--- config.mk ---
export PLATFORM = sky130hd
export DESIGN_NAME = led_sink_core
export DESIGN_NICKNAME = d
export VERILOG_FILES = /design/src/rtl/led_pkg.sv /design/src/rtl/stream_fifo.sv /design/src/rtl/led_sink_core.sv
export SDC_FILE = /design/constraint.sdc
export NUM_CORES = 1
export LEC_CHECK = 0
export ABC_AREA = 1
export BUFFER_PORTS_ARGS = -buffer_cell sky130_fd_sc_hd__buf_2
export CORE_MARGIN = 2
export CORE_UTILIZATION = 35
export CTS_CLUSTER_DIAMETER = 60
export CTS_CLUSTER_SIZE = 10
export DETAILED_ROUTE_END_ITERATION = 12
export PLACE_DENSITY = 0.61
export SKIP_LAST_GASP = 1
export SYNTH_ARGS = -nofsm -noshare
export SYNTH_HDL_FRONTEND = slang
export SYNTH_SLANG_ARGS = --single-unit
--- constraint.sdc ---
create_clock -name clk -period 2.3 [get_ports clk]
set_clock_uncertainty 0.05 [all_clocks]
set_input_delay 0.115 -clock clk [delete_from_list [all_inputs] [get_ports clk]]
set_output_delay 0.115 -clock clk [all_outputs]
set_load 0.01 [all_outputs]
--- src/rtl/led_pkg.sv ---
// Purpose: shared constants, types and pin carrier for the led sink core
// Assumes: 250 MHz core clock; all pins arrive asynchronous to it
// Notes:   sequence codes are counts of shift clock rises inside one strobe
//
// Operation
// - adjacent outputs switch about 20 ns apart
// - enable waveform gates every latched-on output
// - short-detect entry sequence; its strobe never latches
// - open-detect entry sequence; its strobe never latches
// - normal-return sequence leaves either detection mode
// - error code readable serially after read sequence
// - open-detect bit: 0 open, 1 normal
// - short-detect bit: 0 short, 1 normal
// - enable falling starts detection while outputs sink
// - status loads on third clock rise after fall
// - serial input ignored while enable low detecting
// - enable rise: status shifts out per clock
package led_pkg;

    // channel count and core clock
    localparam int OUT_COUNT     = 16;
    localparam int CLK_PERIOD_PS = 4000;

    // output stagger, least time rounded up to whole cycles
    localparam int STAGGER_NS    = 20;
    localparam int STAGGER_CYC   = (STAGGER_NS * 1000 + CLK_PERIOD_PS - 1) / CLK_PERIOD_PS;
    localparam int TMR_W         = 3;

    // controller-side wait before the capturing clock
    localparam int DETECT_WAIT_NS  = 2000;
    localparam int DETECT_WAIT_CYC =
        (DETECT_WAIT_NS * 1000 + CLK_PERIOD_PS - 1) / CLK_PERIOD_PS;

    // buffering between shift stage and output latch
    localparam int FIFO_DEPTH    = 4;

    // sequence codes: shift clock rises seen during one strobe pulse
    localparam logic [1:0] SEQ_LATCH  = 2'h0;
    localparam logic [1:0] SEQ_OPEN   = 2'h1;
    localparam logic [1:0] SEQ_SHORT  = 2'h2;
    localparam logic [1:0] SEQ_NORMAL = 2'h3;

    // capture counter: index of capturing rise, and idle value
    localparam logic [1:0] CAP_EDGE   = 2'h2;
    localparam logic [1:0] CAP_IDLE   = 2'h3;

    // operating modes
    typedef enum logic [1:0] {
        MODE_NORMAL,
        MODE_OPEN,
        MODE_SHORT
    } mode_t;

    // control pins from the controller
    typedef struct packed {
        logic sck;       // shift clock
        logic serial_in;       // serial_in
        logic strobe;    // latch_strobe, active high
        logic enable_n;  // output enable, active low
    } pin_in_t;

    localparam pin_in_t PINS_RST = '{sck: 1'b0, serial_in: 1'b0, strobe: 1'b0, enable_n: 1'b1};

endpackage : led_pkg

--- src/rtl/stream_fifo.sv ---
// Purpose: small valid/ready fifo between shift stage and output latch
// Assumes: single clock, asynchronous active-low reset
// Notes:   DEPTH need not be a power of two
`timescale 1ns/1ps
module stream_fifo #(
    parameter int WIDTH = 16,
    parameter int DEPTH = 4
) (
    input  wire logic             clk,
    input  wire logic             rst_n,
    input  wire logic             in_valid,
    output logic                  in_ready,
    input  wire logic [WIDTH-1:0] in_data,
    output logic                  out_valid,
    input  wire logic             out_ready,
    output logic [WIDTH-1:0]      out_data
);
    localparam int AW = (DEPTH > 1) ? $clog2(DEPTH) : 1;

    logic [WIDTH-1:0] mem [DEPTH];  // storage
    logic [AW-1:0]    wr_q;         // write pointer
    logic [AW-1:0]    rd_q;         // read pointer
    logic [AW:0]      cnt_q;        // fill level
    logic             push;
    logic             pop;

    // honest full and empty from the fill level
    assign in_ready  = (cnt_q != (AW+1)'(DEPTH));
    assign out_valid = (cnt_q != '0);
    assign out_data  = mem[rd_q];
    assign push      = in_valid & in_ready;
    assign pop       = out_valid & out_ready;

    // storage write, no reset needed
    always_ff @(posedge clk) begin
        if (push) begin
            mem[wr_q] <= in_data;
        end
    end

    // pointers and level
    always_ff @(posedge clk or negedge rst_n) begin
        if (!rst_n) begin
            wr_q  <= '0;
            rd_q  <= '0;
            cnt_q <= '0;
        end else begin
            if (push) begin
                wr_q <= (wr_q == AW'(DEPTH - 1)) ? '0 : wr_q + 1'b1;
            end
            if (pop) begin
                rd_q <= (rd_q == AW'(DEPTH - 1)) ? '0 : rd_q + 1'b1;
            end
            if (push && !pop) begin
                cnt_q <= cnt_q + 1'b1;
            end else if (pop && !push) begin
                cnt_q <= cnt_q - 1'b1;
            end
        end
    end

endmodule : stream_fifo

--- src/rtl/led_sink_core.sv ---
// Purpose: control logic of a 16-channel sink driver with open/short detect
// Assumes: pins and sense inputs asynchronous; sampled by clk through two flops
// Notes:   strobe with 0 clock rises latches in normal mode; 1 open, 2 short, 3 normal
`timescale 1ns/1ps
module led_sink_core #(
    parameter int NUM_OUT    = led_pkg::OUT_COUNT,
    parameter int FIFO_DEPTH = led_pkg::FIFO_DEPTH
) (
    input  wire logic               clk,
    input  wire logic               rst_n,
    input  wire led_pkg::pin_in_t   pins,
    input  wire logic [NUM_OUT-1:0] open_sense_ok,
    input  wire logic [NUM_OUT-1:0] short_sense_ok,
    output logic [NUM_OUT-1:0]      sink_on,
    output logic                    serial_out,
    output logic                    open_detect_mode,
    output logic                    short_detect_mode,
    output logic                    latch_overrun
);
    import led_pkg::*;

    localparam int IDX_W = $clog2(NUM_OUT) + 1;

    // synchronisers and edge history
    pin_in_t            sync1_q;     // first stage, read only by sync2_q
    pin_in_t            sync2_q;     // settled pins
    pin_in_t            prev_q;      // previous settled pins
    logic [NUM_OUT-1:0] open_s1_q;
    logic [NUM_OUT-1:0] open_s2_q;
    logic [NUM_OUT-1:0] short_s1_q;
    logic [NUM_OUT-1:0] short_s2_q;

    // decoded edges
    logic sck_rise;
    logic strobe_rise;
    logic strobe_fall;
    logic en_fall;
    logic en_on;

    // control state
    mode_t              mode_q;      // operating mode
    logic [1:0]         edges_q;     // clock rises inside current strobe
    logic [1:0]         cap_cnt_q;   // clock rises since enable fell
    logic               capture;
    logic               shift_ok;
    logic [NUM_OUT-1:0] shreg_q;     // shift register
    logic               pend_q;      // latch word waiting for fifo
    logic [NUM_OUT-1:0] word_q;      // word waiting for fifo
    logic               latch_set;
    logic               open_q;
    logic               short_q;
    logic               overrun_q;

    // fifo wires
    logic               fifo_in_ready;
    logic               fifo_out_valid;
    logic [NUM_OUT-1:0] fifo_out_data;

    // output stage
    logic [NUM_OUT-1:0] latch_q;     // output latch
    logic [NUM_OUT-1:0] desired;     // latch gated by enable
    logic [NUM_OUT-1:0] sink_q;      // staggered sink drive
    logic [NUM_OUT-1:0] target_q;    // sweep snapshot
    logic [IDX_W-1:0]   idx_q;       // sweep position
    logic [TMR_W-1:0]   tmr_q;       // spacing timer
    logic               busy_q;      // sweep running
    logic               sweep_start;

    assign sink_on           = sink_q;
    assign serial_out        = shreg_q[NUM_OUT-1];
    assign open_detect_mode  = open_q;
    assign short_detect_mode = short_q;
    assign latch_overrun     = overrun_q;

    // two-flop synchronisers for every outside input
    always_ff @(posedge clk or negedge rst_n) begin
        if (!rst_n) begin
            sync1_q    <= PINS_RST;
            sync2_q    <= PINS_RST;
            prev_q     <= PINS_RST;
            open_s1_q  <= '1;
            open_s2_q  <= '1;
            short_s1_q <= '1;
            short_s2_q <= '1;
        end else begin
            sync1_q    <= pins;
            sync2_q    <= sync1_q;
            prev_q     <= sync2_q;
            open_s1_q  <= open_sense_ok;
            open_s2_q  <= open_s1_q;
            short_s1_q <= short_sense_ok;
            short_s2_q <= short_s1_q;
        end
    end

    // edge finding on settled pins only
    assign sck_rise    = sync2_q.sck & ~prev_q.sck;
    assign strobe_rise = sync2_q.strobe & ~prev_q.strobe;
    assign strobe_fall = ~sync2_q.strobe & prev_q.strobe;
    assign en_fall     = ~sync2_q.enable_n & prev_q.enable_n;
    assign en_on       = ~sync2_q.enable_n;

    // count clock rises inside a strobe pulse to decode the sequence
    always_ff @(posedge clk or negedge rst_n) begin
        if (!rst_n) begin
            edges_q <= SEQ_LATCH;
        end else if (strobe_rise) begin
            edges_q <= SEQ_LATCH;
        end else if (sck_rise && sync2_q.strobe && edges_q != SEQ_NORMAL) begin
            edges_q <= edges_q + 2'h1;
        end
    end

    // mode changes at strobe fall
    always_ff @(posedge clk or negedge rst_n) begin
        if (!rst_n) begin
            mode_q <= MODE_NORMAL;
        end else if (strobe_fall) begin
            unique case (edges_q)
                SEQ_LATCH:  mode_q <= mode_q;       // plain latch pulse
                SEQ_OPEN:   mode_q <= MODE_OPEN;
                SEQ_SHORT:  mode_q <= MODE_SHORT;
                SEQ_NORMAL: mode_q <= MODE_NORMAL;
            endcase
        end
    end

    // registered mode flags for the analog comparators
    always_ff @(posedge clk or negedge rst_n) begin
        if (!rst_n) begin
            open_q  <= 1'b0;
            short_q <= 1'b0;
        end else begin
            open_q  <= (mode_q == MODE_OPEN);
            short_q <= (mode_q == MODE_SHORT);
        end
    end

    // clock rises since enable fell, detection modes only
    always_ff @(posedge clk or negedge rst_n) begin
        if (!rst_n) begin
            cap_cnt_q <= CAP_IDLE;
        end else if (en_fall && mode_q != MODE_NORMAL) begin
            cap_cnt_q <= 2'h0;
        end else if (sck_rise && en_on && mode_q != MODE_NORMAL && cap_cnt_q != CAP_IDLE) begin
            cap_cnt_q <= cap_cnt_q + 2'h1;
        end
    end

    // third rise after the fall loads the status
    assign capture  = sck_rise & en_on & ~en_fall & (mode_q != MODE_NORMAL)
                    & (cap_cnt_q == CAP_EDGE);
    // serial input closed while enable low in a detection mode
    assign shift_ok = (mode_q == MODE_NORMAL) | ~en_on;

    // shift register: status load or serial shift
    always_ff @(posedge clk or negedge rst_n) begin
        if (!rst_n) begin
            shreg_q <= '0;
        end else if (capture) begin
            shreg_q <= (mode_q == MODE_OPEN) ? open_s2_q
                                             : short_s2_q;
        end else if (sck_rise && shift_ok) begin
            shreg_q <= {shreg_q[NUM_OUT-2:0], sync2_q.serial_in};
        end
    end

    // latch request only for a strobe without clock rises in normal mode
    assign latch_set = strobe_fall & (edges_q == SEQ_LATCH) & (mode_q == MODE_NORMAL);

    // hold the word until the fifo takes it; a new set wins over the take
    always_ff @(posedge clk or negedge rst_n) begin
        if (!rst_n) begin
            pend_q    <= 1'b0;
            word_q    <= '0;
            overrun_q <= 1'b0;
        end else begin
            if (latch_set) begin
                pend_q <= 1'b1;
                word_q <= shreg_q;
            end else if (fifo_in_ready) begin
                pend_q <= 1'b0;
            end
            // flag a word replaced before the fifo could take it
            overrun_q <= latch_set & pend_q & ~fifo_in_ready;
        end
    end

    stream_fifo #(
        .WIDTH (NUM_OUT),
        .DEPTH (FIFO_DEPTH)
    ) u_fifo (
        .clk       (clk),
        .rst_n     (rst_n),
        .in_valid  (pend_q),
        .in_ready  (fifo_in_ready),
        .in_data   (word_q),
        .out_valid (fifo_out_valid),
        .out_ready (~busy_q),
        .out_data  (fifo_out_data)
    );

    // output latch loads from the fifo between sweeps
    always_ff @(posedge clk or negedge rst_n) begin
        if (!rst_n) begin
            latch_q <= '0;
        end else if (fifo_out_valid && !busy_q) begin
            latch_q <= fifo_out_data;
        end
    end

    // enable gates every latched-on output
    assign desired     = latch_q & {NUM_OUT{en_on}};
    assign sweep_start = ~busy_q & (desired != sink_q);

    // staggered sweep: one output per spacing interval
    always_ff @(posedge clk or negedge rst_n) begin
        if (!rst_n) begin
            busy_q   <= 1'b0;
            idx_q    <= '0;
            tmr_q    <= '0;
            target_q <= '0;
            sink_q   <= '0;
        end else if (sweep_start) begin
            busy_q   <= 1'b1;
            idx_q    <= '0;
            tmr_q    <= '0;
            target_q <= desired;
        end else if (busy_q) begin
            if (tmr_q != '0) begin
                tmr_q <= tmr_q - 1'b1;
            end else if (idx_q == IDX_W'(NUM_OUT)) begin
                busy_q <= 1'b0;  // last gap has run out
            end else begin
                sink_q[idx_q[IDX_W-2:0]] <= target_q[idx_q[IDX_W-2:0]];
                idx_q <= idx_q + 1'b1;
                tmr_q <= TMR_W'(STAGGER_CYC - 1);
            end
        end
    end
endmodule : led_sink_core

## After elaboration in Yosys (flattened, before gate mapping)

Memory sizes are Yosys's and may differ from the RTL's. A register that Yosys moved wholly into a read port is not among the register bits.
Cells that the tools add are included.

| word-level totals | value |
|---|---|
| register bits after elaboration | 165 |
| memory bits (writable) | 64 |
| bits of input ports | 38 |
| output and inout port bits | 20 |
| logic and storage cells | 150 |
| memories kept | 1 |

| operators by class | value |
|---|---|
| $add $sub $neg | 8 |
| $lt $le $gt $ge | 2 |
| eq/ne operators | 16 |
| mux-type cells | 33 |
| bitwise gates (word level) | 28 |
| reduce and logical (&&, ||, !) cells | 30 |

Memory list:

| memory | words | width | rd ports | clocked after memory_dff | write ports | line | source |
|---|---|---|---|---|---|---|---|
| u_fifo.mem | 4 | 16 | 1 | 1 | 1 | stream_fifo.sv:20 | `logic [WIDTH-1:0] mem [DEPTH];` |

Operators by type and width:

| operator | number |
|---|---|
| $mux 16 | 3 |
| $mux 5 | 4 |
| $mux 3 | 6 |
| $and 16x16->16 | 1 |
| $bwmux 16 | 1 |
| $ne 16x16->1 | 1 |
| $and 1x1->1 | 15 |
| $reduce_bool 2->1 | 7 |
| $eq 2x2->1 const B | 6 |
| $mux 2 | 6 |
| $logic_and 1x1->1 | 11 |
| $not 1->1 | 11 |
| $mux 1 | 10 |
| $add 2x1->2 const B | 4 |
| $ne 2x2->1 const B | 4 |
| $ne 3x3->1 const B | 2 |
| $pmux 2 s3 | 1 |
| $reduce_bool 3->1 | 2 |
| $sub 3x1->3 const B | 2 |
| $add 5x1->5 const B | 1 |
| $eq 5x5->1 const B | 1 |
| $lt 4x5->1 const B | 1 |
| $bmux 1 s4 | 1 |
| $demux 1 s4 | 1 |
| other kinds (9) | 15 |

## Logic depth before layout (Yosys ltp)

Gate-level depths: netlist of run 1.

| logic depth | value |
|---|---|
| depth in word-level cells | 7 |
| gate-level depth with buffers | 13 |
| depth with buffers taken out | 11 |

## Hierarchy

From an unflattened synthesis of run 1, not the netlist that was laid out.

| unflattened totals | value |
|---|---|
| cell total of the unflattened synthesis | 852 |
| area, all modules | 9954.5 sq um |

Modules (own cells, without submodules):

| module | times used | cells an instance | area an instance (sq um) | seq. area each (sq um) |
|---|---|---|---|---|
| led_sink_core | 1 | 607 | 6713.9 | 4440.5 |
| stream_fifo | 1 | 245 | 3240.6 | 2097.0 |

## Worst setup path after synthesis of run 1

OpenSTA, ideal clock, no wires.

| timing | value |
|---|---|
| path kind | reg2reg |
| start point | register u_fifo.cnt_q[2] |
| end point | memory u_fifo.mem[0][0], enable pin |
| library setup time | 0.389 ns |
| data arrival time | 1.534 ns |
| required time | 1.861 ns |
| slack | 0.327 ns |
| stages on the path, launching flop included | 6 |
| buffers on the path | 0 |
| clock period less this slack | 1.973 ns |
| cells stage by stage | dfrtp_1 -> inv_1 -> nor3_1 -> nor2_1 -> inv_1 -> nor2_1 |

| on the way | value |
|---|---|
| word-level cells in the longest chain between the ends | 4 |

RTL lines:

| item | line | source |
|---|---|---|
| start, declared | stream_fifo.sv:23 | `logic [AW:0] cnt_q;` |
| start signal, assigned | stream_fifo.sv:55 | `cnt_q <= cnt_q + 1'b1;` |
| start signal, assigned | stream_fifo.sv:57 | `cnt_q <= cnt_q - 1'b1;` |
| $ne 3x3->1 | stream_fifo.sv:28 | `assign in_ready = (cnt_q != (AW+1)'(DEPTH));` |
| $and 1x1->1 | stream_fifo.sv:31 | `assign push = in_valid & in_ready;` |
| net u_fifo.push | stream_fifo.sv:24 | `logic push;` |
| $mux 1 | stream_fifo.sv:36 | `if (push) begin` |
| $mux 1 (implied by the code) | stream_fifo.sv:37 | `mem[wr_q] <= in_data;` |
| end, declared | stream_fifo.sv:20 |  |

The timed path passes the listed nets, and every way through them passes these cells.

## Worst setup path after layout of run 1

| timing | value |
|---|---|
| start point | register u_fifo.cnt_q[0] |
| end point | register u_fifo.cnt_q[1] |

| on the way | value |
|---|---|
| word-level cells in the longest chain between the ends | 5 |
| elaborated cells between the ends (all ways) | 13 |
| those cells by class | add/sub (2); eq/ne (1); mux (2); bitwise (2); reduce/logical (6) |

RTL lines:

| item | line | source |
|---|---|---|
| $ne 3x3->1 (*) | stream_fifo.sv:28 |  |
| $and 1x1->1 (*) | stream_fifo.sv:31 |  |
| net u_fifo.push | stream_fifo.sv:24 |  |
| $logic_not 1->1 | stream_fifo.sv:56 | `end else if (pop && !push) begin` |
| $logic_and 1x1->1 | stream_fifo.sv:56 |  |
| $reduce_bool 2->1 (no line) | -- |  |

Mark *: on every way through the listed nets, which the timed path passes. The rest lies on a longest branch. The select of a mux whose other input is x is not followed.
A chain may end at the register's enable or synchronous reset.

==> flow_results.xml, run 1 <==
<?xml version="1.0" encoding="UTF-8"?>
<metrics>
  <group name="run_status">
    <metric name="status" unit="">complete, no violations</metric>
  </group>
  <group name="sta">
    <metric name="finalHoldViolations" unit="">0</metric>
    <metric name="maxSlewHeadroom" unit="%">60.0</metric>
    <metric name="clock.fmax" unit="MHz">479</metric>
    <metric name="final.min_clock_period" unit="ns">2.09</metric>
    <metric name="fin_ws" unit="ns">0.211</metric>
    <metric name="period_share" unit="%">90.8</metric>
    <metric name="finalSetupTns" unit="ns">0</metric>
    <metric name="finalSetupViolCount" unit="">0</metric>
    <metric name="maxSlewViolCount" unit="">0</metric>
    <metric name="timing_worst_slew_pin_value" unit="ns">0.599</metric>
    <metric name="setup_repair_after_global_routing_missed_its_margin" unit="">no</metric>
  </group>
  <group name="layout">
    <metric name="finish.net_count" unit="">1021</metric>
    <metric name="fin_util" unit="%">42.8</metric>
    <metric name="finish.cell_count_without_fillers" unit="">1325</metric>
    <metric name="final.fill_count" unit="">2462</metric>
    <metric name="fraction_of_final_layout_cells_sized_beyond_drive_strength_1" unit="%">20.8</metric>
    <metric name="area_overhead_of_the_layout_relative_to_synthesis" unit="%">20.8</metric>
    <metric name="num_antenna_cells" unit="">0</metric>
  </group>
  <group name="logic_synthesis">
    <metric name="synthTopCellsByArea" unit="">sky130_fd_sc_hd__dfrtp_1 30%, sky130_fd_sc_hd__edfxtp_1 20%, sky130_fd_sc_hd__dfstp_2 19%, sky130_fd_sc_hd__nand2_1 5.5%, sky130_fd_sc_hd__o21ai_0 5.4%</metric>
    <metric name="synth_simple_gate_area_share" unit="%">13.9</metric>
    <metric name="syn_area_per_cell" unit="um2">11.2</metric>
    <metric name="syn_inst" unit="">846</metric>
    <metric name="count_of_flip_flops_with_a_built_in_enable_after_synthesis" unit="">64</metric>
    <metric name="async_flop_share" unit="%">73.9</metric>
    <metric name="syn_area" unit="um2">9490</metric>
    <metric name="yosys.cell_count.top_type" unit="">sky130_fd_sc_hd__nand2_1</metric>
    <metric name="synthAdderAreaFrac" unit="%">2.45</metric>
    <metric name="netlist.area_leader.share" unit="%">29.5</metric>
    <metric name="synth_sequential_area_ratio" unit="%">68.9</metric>
    <metric name="post_synth_most_frequent_cells" unit="">139 x sky130_fd_sc_hd__nand2_1, 131 x sky130_fd_sc_hd__nor2_1, 112 x sky130_fd_sc_hd__dfrtp_1, 103 x sky130_fd_sc_hd__o21ai_0, 69 x sky130_fd_sc_hd__dfstp_2</metric>
    <metric name="synth.yosys.warnings" unit="">0</metric>
    <metric name="postSynthNetCount" unit="">902</metric>
    <metric name="synth_top_family_by_area" unit="">simple AND/OR/NAND/NOR gates</metric>
    <metric name="ys_dominant_reg_cell" unit="">sky130_fd_sc_hd__dfrtp_1</metric>
    <metric name="yosys.cell_types.count" unit="">35</metric>
    <metric name="post_synthesis_register_bit_count" unit="">245</metric>
    <metric name="yosys-mux-area-fraction" unit="%">0.119</metric>
    <metric name="netlist.top_cell.by_area" unit="">sky130_fd_sc_hd__dfrtp_1</metric>
    <metric name="synth_compound_area_share" unit="%">9.98</metric>
    <metric name="synth_xor_xnor_area_share" unit="%">0.554</metric>
  </group>
  <group name="detailed_routing">
    <metric name="number_of_design_rule_violations_left_after_detail_routing" unit="">0</metric>
    <metric name="initialDrtViolationCount" unit="">358</metric>
    <metric name="routed_wirelength" unit="um">17600</metric>
    <metric name="route.detailed.wl_per_inst" unit="um">13.3</metric>
    <metric name="route.vias.total" unit="">5983</metric>
    <metric name="ant_nets" unit="">0</metric>
    <metric name="detailedRoute.firstPassIterationCount" unit="">4</metric>
    <metric name="routed_via_density" unit="">4.52</metric>
  </group>
  <group name="cts">
    <metric name="cts_inserted_buffers" unit="">28</metric>
    <metric name="cts.repair_timing.setup_buffer_count" unit="">0</metric>
    <metric name="cts.sinks" unit="">245</metric>
    <metric name="ctsHtreeMaxLevel" unit="">1</metric>
    <metric name="clk_pin_slew_worst_paths" unit="ns">0.06</metric>
    <metric name="worst_skew_pair.late_latency" unit="ns">0.55</metric>
    <metric name="cts-root-buf" unit="">sky130_fd_sc_hd__clkbuf_16</metric>
    <metric name="cts_buffer_depth" unit="">3</metric>
    <metric name="tritoncts_clock_tree" unit="">done</metric>
  </group>
  <group name="worst_setup_path">
    <metric name="worst-setup-path-type" unit="">reg2reg</metric>
    <metric name="setup.worst_path.end_class" unit="">flop</metric>
    <metric name="worst-endpoint-arrival" unit="ns">2.45</metric>
    <metric name="worst_setup_path_start_kind" unit="">flop</metric>
    <metric name="crit_slowest_cell" unit="">sky130_fd_sc_hd__dfrtp_1</metric>
    <metric name="critical_path.max_stage_delay" unit="ns">0.44</metric>
    <metric name="critPathRequiredTime" unit="ns">2.66</metric>
    <metric name="critical_path.cell_chain" unit="">nor3_1 -&gt; nor2_2 -&gt; ha_1 -&gt; inv_1 -&gt; fa_1 -&gt; mux2_2</metric>
    <metric name="timing.critical_path.fanout_max" unit="">6</metric>
  </group>
  <group name="floorplanning">
    <metric name="initial_utilization" unit="%">35.4</metric>
    <metric name="ioPinCount" unit="">58</metric>
    <metric name="die_h" unit="um">169</metric>
    <metric name="dieWidth" unit="um">169</metric>
    <metric name="floorplan.core_area" unit="um2">26800</metric>
    <metric name="floorplan.die_area" unit="um2">28500</metric>
    <metric name="rows" unit="">60</metric>
  </group>
  <group name="place">
    <metric name="preCtsSetupSlack" unit="ns">0.183</metric>
    <metric name="place.detailed.hpwl" unit="um">11400</metric>
    <metric name="cell_count_post_placement" unit="">1239</metric>
    <metric name="gpl.final_weighted_congestion" unit="">0.795</metric>
    <metric name="place.port_buffers" unit="">57</metric>
  </group>
  <group name="global_routing">
    <metric name="grt_usage" unit="%">12.8</metric>
    <metric name="grt_first_pass_wirelength" unit="um">29800</metric>
    <metric name="grt_start_max_net_pins" unit="">61</metric>
    <metric name="antenna_violations_before_repair" unit="">0</metric>
    <metric name="vias_in_the_first_global_route" unit="">5895</metric>
    <metric name="grt_remaining_overflow" unit="">0</metric>
  </group>
  <group name="power_and_ir_drop">
    <metric name="power_density" unit="nW/um2">1150</metric>
    <metric name="total_leakage_power" unit="nW">4.86</metric>
    <metric name="post_layout_total_power" unit="W">0.0132</metric>
    <metric name="max-vdd-ir-drop" unit="mV">0.796</metric>
  </group>
  <group name="run">
    <metric name="timing.max_cap.violations" unit="">0</metric>
  </group>
  <group name="worst_hold_path">
    <metric name="min_path_type" unit="">in2async</metric>
  </group>
</metrics>
==> flip-flops by register name (all words and copies together) (netlist names), 2 cells and up <==
register,count
mode_q,2
sink_on,16
cap_cnt_q,2
u_fifo.wr_q,2
word_q,16
short_s2_q,16
u_fifo.rd_q,2
sync1_q,4
target_q,16
idx_q,5
edges_q,2
short_s1_q,16
tmr_q,3
sync2_q,4
prev_q,3
open_s2_q,16
shreg_q,16
u_fifo.cnt_q,3
u_fifo.mem,64
open_s1_q,16
latch_q,16
==> stage by stage <==
stage	area (um2)	hold WS, ns
CTS	11500	0.0937
finish	11500	0.0901
global route	11500	0.128
floorplan	9490	-0.231
global placement	10300	0.0918
detailed placement	10300	0.101
==> logic make-up (layout without fill, tap and decap cells) <==
| kind of cell | count (synthesis) | in the layout |
|---|---|---|
| compound gates | 164 | 164 |
| xor+xnor | 6 | 6 |
| fa+ha+maj | 18 | 18 |
| buf+inv | 93 | 231 |
| flops | 245 | 245 |
| mux | 1 | 1 |
| simple gates | 319 | 319 |
==> critical path, delay by kind of cell, from the launching register on <==
| family | cells | cell delay, ns |
|---|---|---|
| multiplexers | 1 | 0.27 |
| flip-flops | 1 | 0.44 |
| adder cells (fa/ha/maj) | 2 | 0.61 |
| buffers and inverters | 1 | 0.09 |
| AND/OR/NAND/NOR | 2 | 0.52 |
==> path summary, 6_finish.rpt <==
| kind | startpoint | endpoint | slack (ns) | cells after the start |
|---|---|---|---|---|
| max | u_fifo.cnt_q[0] | u_fifo.cnt_q[1] | 0.21 | 6 |
| min | rst_n | u_fifo.wr_q[1] | 0.09 | 2 |
| max reg2reg | u_fifo.cnt_q[0] | u_fifo.cnt_q[1] | 0.21 | 6 |
| min reg2reg | sync1_q[3] | sync2_q[3] | 0.30 | 0 |
| max in group asynchronous | rst_n | short_s1_q[1] | 1.33 | 3 |
| min in group clk | short_sense_ok[11] | short_s1_q[11] | 0.15 | 2 |
==> per-layer routing <==
layer | routed length [um] | vias to the layer above | share of wire (%) | track usage (%)
li1 | - | 3066 | - | -
met1 | 8480 | 2789 | 48 | 17.5
met2 | 8210 | 104 | 47 | 21.3
met3 | 628 | 24 | 3.6 | 2.55
met4 | 259 | 0 | 1.5 | 2.70
met5 | 0 | - | 0 | 0
==> cell type report <==
cell class | instances | area, um2 | area share (%)
Inverter | 63 | 239 | 2.08
Multi-Input combinational cell | 508 | 2570 | 22.4
Clock buffer | 47 | 772 | 6.73
Clock inverter | 2 | 35.0 | 0.306
Tap cell | 341 | 427 | 3.72
Timing Repair Buffer | 119 | 887 | 7.74
Sequential cell | 245 | 6540 | 57.0
==> placed cells by master, fill, tap and decap left out, types with 19 or more instances in the layout <==
cell type / instances
sky130_fd_sc_hd__clkbuf_16: 28
sky130_fd_sc_hd__edfxtp_1: 64
sky130_fd_sc_hd__dfstp_2: 69
sky130_fd_sc_hd__dlygate4sd3_1: 37
sky130_fd_sc_hd__nor2_1: 130
sky130_fd_sc_hd__nand2_1: 139
sky130_fd_sc_hd__o21ai_0: 103
sky130_fd_sc_hd__buf_4: 22
sky130_fd_sc_hd__dfrtp_1: 112
sky130_fd_sc_hd__buf_2: 56
sky130_fd_sc_hd__clkbuf_1: 19
sky130_fd_sc_hd__inv_1: 59
==> power by group <==
group          leakage (nW)  internal (W)  switching [W]  total [W]
Combinational          1.74       0.00124        0.00186    0.00310
Sequential             2.74       0.00554       0.000680    0.00622
Clock                 0.383       0.00227        0.00164    0.00392
==> timing repair <==
action | in CTS | in global routing
gates resized for setup | 0 | 3
endpoints found under the hold margin | 107 | 0
setup endpoints to repair | 0 | 24
hold buffers | 37 | 0
Power figures use the tool's default switching activity.
==> run 2, diff against run 1 <==
- CELL_PAD_IN_SITES_DETAIL_PLACEMENT: unset -> 0
- CELL_PAD_IN_SITES_GLOBAL_PLACEMENT: unset -> 2
- PLACE_DENSITY: 0.61 -> 0.79
==> run 2 against run 1 <==
  * Via count rose by 0.18%
  * First-iteration DRC count decreased by 6.1%
  * Global-route usage increased by 0.62 points
  * Sequential share of layout area decreased by 0.55 points
  * Utilization rose by 0.42 points
  * Die area stayed put
  * Clock power grew 8.9%
  * Largest power group unchanged
  * Critical endpoint unchanged
  * Largest cell class unchanged
==> flow_results.xml, run 2 (synthesized netlist as in run 1, its figures left out) <==
<?xml version="1.0" encoding="UTF-8"?>
<metrics>
  <group name="detailed_routing">
    <metric name="detailedRoute.firstPassIterationCount" unit="">4</metric>
    <metric name="number_of_design_rule_violations_left_after_detail_routing" unit="">0</metric>
    <metric name="met3_routed_length" unit="um">678</metric>
    <metric name="ant_nets" unit="">0</metric>
    <metric name="routed_via_density" unit="">4.50</metric>
    <metric name="top_layer_used" unit="">met4</metric>
    <metric name="route.vias.total" unit="">5994</metric>
    <metric name="total_length_of_routed_met2_wires" unit="um">8750</metric>
    <metric name="routed_wirelength" unit="um">18500</metric>
    <metric name="route.layer.met1.wl" unit="um">8680</metric>
    <metric name="route.detailed.wl_per_inst" unit="um">13.9</metric>
    <metric name="initialDrtViolationCount" unit="">336</metric>
  </group>
  <group name="worst_setup_path">
    <metric name="worst-endpoint-arrival" unit="ns">2.48</metric>
    <metric name="critical_path.cell_chain" unit="">nor3_1 -&gt; nor2_2 -&gt; ha_1 -&gt; inv_1 -&gt; fa_1 -&gt; mux2_2</metric>
    <metric name="setup.worst_path.end_class" unit="">flop</metric>
    <metric name="critical_path.max_stage_delay" unit="ns">0.43</metric>
    <metric name="worstSetupEndpoint" unit="">u_fifo.cnt_q[1]</metric>
    <metric name="rr_startpoint" unit="">u_fifo.cnt_q[0]</metric>
    <metric name="critPathLaunch" unit="">u_fifo.cnt_q[0]</metric>
    <metric name="r2r_end" unit="">u_fifo.cnt_q[1]</metric>
    <metric name="worst-r2r-cell-count" unit="">6</metric>
    <metric name="crit_slowest_cell" unit="">sky130_fd_sc_hd__dfrtp_1</metric>
    <metric name="worst-setup-path-type" unit="">reg2reg</metric>
    <metric name="ff_to_ff_setup_slack" unit="ns">0.22</metric>
    <metric name="timing.critical_path.fanout_max" unit="">6</metric>
    <metric name="critPathRequiredTime" unit="ns">2.69</metric>
    <metric name="worst_setup_path_start_kind" unit="">flop</metric>
  </group>
  <group name="cts">
    <metric name="clk_pin_slew_worst_paths" unit="ns">0.06</metric>
    <metric name="cts_buffer_depth" unit="">3</metric>
    <metric name="ctsHtreeMaxLevel" unit="">1</metric>
    <metric name="cts.repair_timing.setup_buffer_count" unit="">0</metric>
    <metric name="worst_skew_pair.late_latency" unit="ns">0.55</metric>
    <metric name="cts.sinks" unit="">245</metric>
    <metric name="cts-root-buf" unit="">sky130_fd_sc_hd__clkbuf_16</metric>
    <metric name="tritoncts_clock_tree" unit="">done</metric>
    <metric name="cts_inserted_buffers" unit="">29</metric>
  </group>
  <group name="global_routing">
    <metric name="grt_start_max_net_pins" unit="">82</metric>
    <metric name="grt_usage" unit="%">13.4</metric>
    <metric name="grt_remaining_overflow" unit="">0</metric>
    <metric name="grt_first_pass_wirelength" unit="um">31000</metric>
    <metric name="vias_in_the_first_global_route" unit="">6051</metric>
    <metric name="antenna_violations_before_repair" unit="">0</metric>
  </group>
  <group name="floorplanning">
    <metric name="ioPinCount" unit="">58</metric>
    <metric name="floorplan.core_area" unit="um2">26800</metric>
    <metric name="rows" unit="">60</metric>
    <metric name="dieWidth" unit="um">169</metric>
    <metric name="initial_utilization" unit="%">35.4</metric>
    <metric name="die_h" unit="um">169</metric>
    <metric name="floorplan.die_area" unit="um2">28500</metric>
  </group>
  <group name="place">
    <metric name="gpl.final_weighted_congestion" unit="">0.749</metric>
    <metric name="place.port_buffers" unit="">57</metric>
    <metric name="place.detailed.hpwl" unit="um">12000</metric>
  </group>
  <group name="layout">
    <metric name="largest_register" unit="">u_fifo.mem</metric>
    <metric name="mostFrequentLayoutCell" unit="">sky130_fd_sc_hd__nand2_1</metric>
    <metric name="top_library_cells_by_usage_in_the_layout_fill_and_taps_aside" unit="">139 x sky130_fd_sc_hd__nand2_1, 130 x sky130_fd_sc_hd__nor2_1, 112 x sky130_fd_sc_hd__dfrtp_1</metric>
    <metric name="flip_flop_count_of_the_largest_register_all_copies_and_words_added" unit="">64</metric>
    <metric name="area_overhead_of_the_layout_relative_to_synthesis" unit="%">22.0</metric>
    <metric name="fraction_of_final_layout_cells_sized_beyond_drive_strength_1" unit="%">21.6</metric>
    <metric name="fin_util" unit="%">43.2</metric>
    <metric name="num_antenna_cells" unit="">0</metric>
    <metric name="finish.net_count" unit="">1025</metric>
  </group>
  <group name="power_and_ir_drop">
    <metric name="total_leakage_power" unit="nW">4.93</metric>
    <metric name="max-vdd-ir-drop" unit="mV">0.821</metric>
    <metric name="post_layout_total_power" unit="W">0.0136</metric>
    <metric name="power_density" unit="nW/um2">1180</metric>
  </group>
  <group name="sta">
    <metric name="maxSlewHeadroom" unit="%">69.6</metric>
    <metric name="finalSetupTns" unit="ns">0</metric>
    <metric name="final.min_clock_period" unit="ns">2.08</metric>
    <metric name="clock.fmax" unit="MHz">480</metric>
    <metric name="maxSlewViolCount" unit="">0</metric>
    <metric name="period_share" unit="%">90.6</metric>
    <metric name="finalSetupViolCount" unit="">0</metric>
    <metric name="finalHoldViolations" unit="">0</metric>
    <metric name="fin_hold_ws" unit="ns">0.0221</metric>
    <metric name="setup_repair_after_global_routing_missed_its_margin" unit="">no</metric>
    <metric name="timing_worst_slew_pin_value" unit="ns">0.455</metric>
  </group>
  <group name="worst_hold_path">
    <metric name="min_path_type" unit="">in2async</metric>
  </group>
  <group name="run">
    <metric name="timing.max_cap.violations" unit="">0</metric>
  </group>
  <group name="run_status">
    <metric name="status" unit="">complete, no violations</metric>
  </group>
</metrics>
run 2: stage by stage:
stage	setup slack, ns	area (um2)	instances
floorplan	0.327	9490	846
finish	0.216	11600	1331
detailed placement	0.182	10300	1242
global placement	0.239	10300	1242
global route	0.0627	11600	1331
CTS	0.182	11600	1331
run 2: worst min path at each step:
stage                     startpoint         endpoint
after floorplan                rst_n           busy_q
after global placement         rst_n         tmr_q[1]
after detailed placement       rst_n         idx_q[3]
after CTS                      rst_n  u_fifo.cnt_q[0]
after global routing           rst_n         idx_q[0]
final                          rst_n         idx_q[3]
run 2: per-layer routing:
layer	GRT usage, %	vias up
li1	-	3087
met1	17.8	2792
met2	22.8	90
met3	2.48	25
met4	3.45	0
met5	0	-
run 2: area by class of cell:
type,instances,area (um2)
sequential,245,6540
inverter,63,239
clock inverter,3,55.1
fill,2478,15200
multi-input combinational,508,2570
tap,341,427
clock buffer,49,841
timing repair buffer,122,910
run 2: power breakdown:
group,internal [W],switching (W)
Combinational,0.00124,0.00194
Sequential,0.00554,0.000637
Clock,0.00258,0.00169
run 2: worst max-delay path, delay by kind of cell, from the launching register on:
| kind | cells | cell delay (ns) |
|---|---|---|
| buf+inv | 1 | 0.10 |
| mux | 1 | 0.27 |
| flops | 1 | 0.43 |
| simple gates | 2 | 0.48 |
| fa+ha+maj | 2 | 0.64 |
run 2: repair_timing:
action,4_1_cts,5_1_grt
hold buffers,37,0
endpoints found under the setup margin,0,19
endpoints found under the hold margin,148,0
gates resized for setup,0,3
==> run 3, diff against run 2 <==
- ABC_AREA: 1 -> unset
- HOLD_SLACK_MARGIN: unset -> 0.03
- PLACE_DENSITY: 0.79 -> 0.75
==> run 3 against run 2 <==
  * The run now ends with setup timing left
  * Sequential share of layout area fell by 3.0 points
  * Synthesized cell count shrank 24%
  * Critical path depth is 1 higher
  * Non-clock buffer count grew 30
  * Total power is 3.5% higher
  * Synthesized area up 2.6%
  * Highest routed layer unchanged
==> flow_results.xml, run 3 <==
<?xml version="1.0" encoding="UTF-8"?>
<metrics>
  <group name="layout">
    <metric name="fraction_of_final_layout_cells_sized_beyond_drive_strength_1" unit="%">39.0</metric>
    <metric name="area_overhead_of_the_layout_relative_to_synthesis" unit="%">25.5</metric>
    <metric name="largest_register" unit="">u_fifo.mem</metric>
    <metric name="final.fill_count" unit="">2428</metric>
    <metric name="finish.net_count" unit="">859</metric>
    <metric name="flip_flop_count_of_the_largest_register_all_copies_and_words_added" unit="">64</metric>
    <metric name="layout.cell_area.non_filler" unit="um2">12200</metric>
    <metric name="num_antenna_cells" unit="">0</metric>
    <metric name="mostFrequentLayoutCell" unit="">sky130_fd_sc_hd__dfrtp_1</metric>
    <metric name="top_library_cells_by_usage_in_the_layout_fill_and_taps_aside" unit="">112 x sky130_fd_sc_hd__dfrtp_1, 69 x sky130_fd_sc_hd__dfstp_2, 64 x sky130_fd_sc_hd__edfxtp_1</metric>
  </group>
  <group name="power_and_ir_drop">
    <metric name="p_switching" unit="W">0.00410</metric>
    <metric name="power_switching_share" unit="%">29.1</metric>
    <metric name="internal-power" unit="W">0.0100</metric>
    <metric name="total_leakage_power" unit="nW">5.16</metric>
    <metric name="power.clock.fraction" unit="%">30.1</metric>
    <metric name="share_seq_of_total_power" unit="%">44.6</metric>
    <metric name="max-vdd-ir-drop" unit="mV">0.507</metric>
    <metric name="power_density" unit="nW/um2">1150</metric>
    <metric name="power_frac_comb" unit="%">25.3</metric>
  </group>
  <group name="logic_synthesis">
    <metric name="postSynthNetCount" unit="">703</metric>
    <metric name="netlist.top_cell.by_area" unit="">sky130_fd_sc_hd__dfrtp_1</metric>
    <metric name="count_of_flip_flops_with_a_built_in_enable_after_synthesis" unit="">64</metric>
    <metric name="post_synthesis_register_bit_count" unit="">245</metric>
    <metric name="synthTopCellsByArea" unit="">sky130_fd_sc_hd__dfrtp_1 29%, sky130_fd_sc_hd__edfxtp_1 20%, sky130_fd_sc_hd__dfstp_2 19%, sky130_fd_sc_hd__mux2_2 6.6%, sky130_fd_sc_hd__mux4_2 4.9%</metric>
    <metric name="synth.yosys.warnings" unit="">0</metric>
    <metric name="synth_sequential_area_ratio" unit="%">67.1</metric>
    <metric name="syn_area" unit="um2">9740</metric>
    <metric name="async_flop_share" unit="%">73.9</metric>
    <metric name="yosys.cell_types.count" unit="">48</metric>
    <metric name="post_synth_most_frequent_cells" unit="">112 x sky130_fd_sc_hd__dfrtp_1, 69 x sky130_fd_sc_hd__dfstp_2, 64 x sky130_fd_sc_hd__edfxtp_1, 57 x sky130_fd_sc_hd__mux2_2, 44 x sky130_fd_sc_hd__nor2_1</metric>
    <metric name="syn_area_per_cell" unit="um2">15.0</metric>
    <metric name="syn_inst" unit="">647</metric>
    <metric name="ys_dominant_reg_cell" unit="">sky130_fd_sc_hd__dfrtp_1</metric>
    <metric name="yosys.cell_count.top_type" unit="">sky130_fd_sc_hd__dfrtp_1</metric>
    <metric name="netlist.area_leader.share" unit="%">28.8</metric>
  </group>
  <group name="sta">
    <metric name="setup_repair_after_global_routing_missed_its_margin" unit="">yes</metric>
    <metric name="timing_worst_slew_pin_value" unit="ns">0.780</metric>
    <metric name="period_share" unit="%">109</metric>
    <metric name="final.min_clock_period" unit="ns">2.50</metric>
    <metric name="fin_ws" unit="ns">-0.202</metric>
    <metric name="maxSlewViolCount" unit="">0</metric>
    <metric name="finalSetupViolCount" unit="">24</metric>
    <metric name="finalHoldViolations" unit="">0</metric>
    <metric name="clock.fmax" unit="MHz">400</metric>
    <metric name="maxSlewHeadroom" unit="%">48.0</metric>
    <metric name="fin_hold_ws" unit="ns">0.0979</metric>
  </group>
  <group name="floorplanning">
    <metric name="floorplan.die_area" unit="um2">29200</metric>
    <metric name="initial_utilization" unit="%">35.3</metric>
    <metric name="die_h" unit="um">171</metric>
    <metric name="ioPinCount" unit="">58</metric>
    <metric name="floorplan.core_area" unit="um2">27600</metric>
    <metric name="rows" unit="">61</metric>
    <metric name="dieWidth" unit="um">171</metric>
  </group>
  <group name="worst_setup_path">
    <metric name="setup.worst_path.end_class" unit="">flop</metric>
    <metric name="timing.critical_path.fanout_max" unit="">7</metric>
    <metric name="ff_to_ff_setup_slack" unit="ns">-0.20</metric>
    <metric name="worst-endpoint-arrival" unit="ns">2.88</metric>
    <metric name="r2r_end" unit="">target_q[12]</metric>
    <metric name="rr_startpoint" unit="">sync2_q[0]</metric>
    <metric name="worst-setup-path-type" unit="">reg2reg</metric>
    <metric name="worst_setup_path_start_kind" unit="">flop</metric>
    <metric name="worst-r2r-cell-count" unit="">7</metric>
    <metric name="critPathRequiredTime" unit="ns">2.68</metric>
  </group>
  <group name="worst_hold_path">
    <metric name="min_path_type" unit="">in2async</metric>
  </group>
  <group name="detailed_routing">
    <metric name="initialDrtViolationCount" unit="">217</metric>
    <metric name="route.vias.total" unit="">5513</metric>
    <metric name="ant_nets" unit="">0</metric>
    <metric name="number_of_design_rule_violations_left_after_detail_routing" unit="">0</metric>
    <metric name="route.detailed.wl_per_inst" unit="um">15.5</metric>
    <metric name="detailedRoute.firstPassIterationCount" unit="">4</metric>
    <metric name="routed_wirelength" unit="um">18600</metric>
    <metric name="routed_via_density" unit="">4.59</metric>
  </group>
  <group name="run">
    <metric name="timing.max_cap.violations" unit="">0</metric>
  </group>
  <group name="global_routing">
    <metric name="grt_start_max_net_pins" unit="">62</metric>
    <metric name="grt_first_pass_wirelength" unit="um">30600</metric>
    <metric name="grt_usage" unit="%">13.3</metric>
    <metric name="vias_in_the_first_global_route" unit="">5930</metric>
    <metric name="antenna_violations_before_repair" unit="">0</metric>
    <metric name="grt_remaining_overflow" unit="">0</metric>
  </group>
  <group name="cts">
    <metric name="clk_pin_slew_worst_paths" unit="ns">0.06</metric>
    <metric name="cts_inserted_buffers" unit="">29</metric>
    <metric name="cts-root-buf" unit="">sky130_fd_sc_hd__clkbuf_16</metric>
    <metric name="ctsHtreeMaxLevel" unit="">1</metric>
    <metric name="worst_skew_pair.late_latency" unit="ns">0.55</metric>
    <metric name="cts_buffer_depth" unit="">3</metric>
    <metric name="cts.sinks" unit="">245</metric>
    <metric name="tritoncts_clock_tree" unit="">done</metric>
  </group>
  <group name="place">
    <metric name="dpl-instance-area" unit="um2">10800</metric>
    <metric name="place.detailed.hpwl" unit="um">12200</metric>
    <metric name="gpl.final_weighted_congestion" unit="">0.837</metric>
    <metric name="place.port_buffers" unit="">57</metric>
  </group>
  <group name="run_status">
    <metric name="status" unit="">finished with violations</metric>
    <metric name="violations" unit="">setup timing</metric>
  </group>
</metrics>
## run 3: how the worst max path moves through the flow
stage	slack, ns	end	startpoint
global route	-0.23	target_q[6]	sync2_q[0]
CTS	-0.18	target_q[3]	sink_on[7]
finish	-0.20	target_q[12]	sync2_q[0]
global placement	-0.16	target_q[3]	sync2_q[0]
floorplan	-0.18	target_q[10]	sync2_q[0]
detailed placement	-0.17	target_q[0]	sync2_q[0]
## run 3: timing repair
action | 4_1_cts | 5_1_grt
hold endpoints to repair | 150 | 0
resized for setup | 12 | 18
setup endpoints to repair | 24 | 40
hold buffers | 37 | 0
pin swaps | 5 | 6
gates cloned | 1 | 0
setup buffers | 7 | 4
## run 3: worst max-delay path, cell delays in order, from the launching register on
cell                      delay, ns
sky130_fd_sc_hd__dfstp_2       0.41
sky130_fd_sc_hd__or4bb_1       0.50
sky130_fd_sc_hd__o22a_1        0.21
sky130_fd_sc_hd__a32o_2        0.25
sky130_fd_sc_hd__o41ai_4       0.33
sky130_fd_sc_hd__buf_4         0.19
sky130_fd_sc_hd__buf_8         0.14
sky130_fd_sc_hd__mux2_4        0.30
## run 3: logic make-up after synthesis
family / Yosys count / share of synthesized area [%]
buffers and inverters: 40 / 1.85
multiplexers: 106 / 14.9
XOR/XNOR: 15 / 1.35
flip-flops: 245 / 67.1
adder cells (fa/ha/maj): 18 / 2.39
AO/OA/AOI/OAI: 69 / 4.33
AND/OR/NAND/NOR: 154 / 8.07
## run 3: layout make-up
cell class	instances	area [um2]	area share, %
Clock buffer	47	793	6.49
Clock inverter	4	88.8	0.727
Inverter	13	48.8	0.399
Multi-Input combinational cell	362	3070	25.1
Sequential cell	245	6540	53.5
Tap cell	378	473	3.87
Timing Repair Buffer	152	1210	9.90
## run 3: through the flow
stage               setup TNS (ns)  util, %  total power (W)  worst slack, ns  cells
floorplan                    -2.35        -          0.00841           -0.183    647
global placement             -2.31     39.3          0.00966           -0.155   1105
detailed placement           -2.63     39.3          0.00980           -0.172   1105
CTS                          -2.42     44.2           0.0142           -0.181   1200
global route                 -4.42     44.3           0.0149           -0.234   1201
finish                       -3.71     44.3           0.0141           -0.202   1201
## run 3: routing by layer
metal | up-vias | GRT usage (%) | share of wire, %
met5 | - | 0 | 0
met3 | 37 | 2.68 | 3.7
met1 | 2738 | 17.0 | 45
li1 | 2628 | - | -
met2 | 110 | 22.7 | 48
met4 | 0 | 4.09 | 2.6
## run 3: power by group through the flow
stage,clock network [W],logic [W],registers (W)
CTS,0.00439,0.00356,0.00629
detailed placement,0,0.00344,0.00636
floorplan,0,0.00234,0.00608
global placement,0,0.00336,0.00630
finish,0.00425,0.00357,0.00628
global route,0.00458,0.00392,0.00642
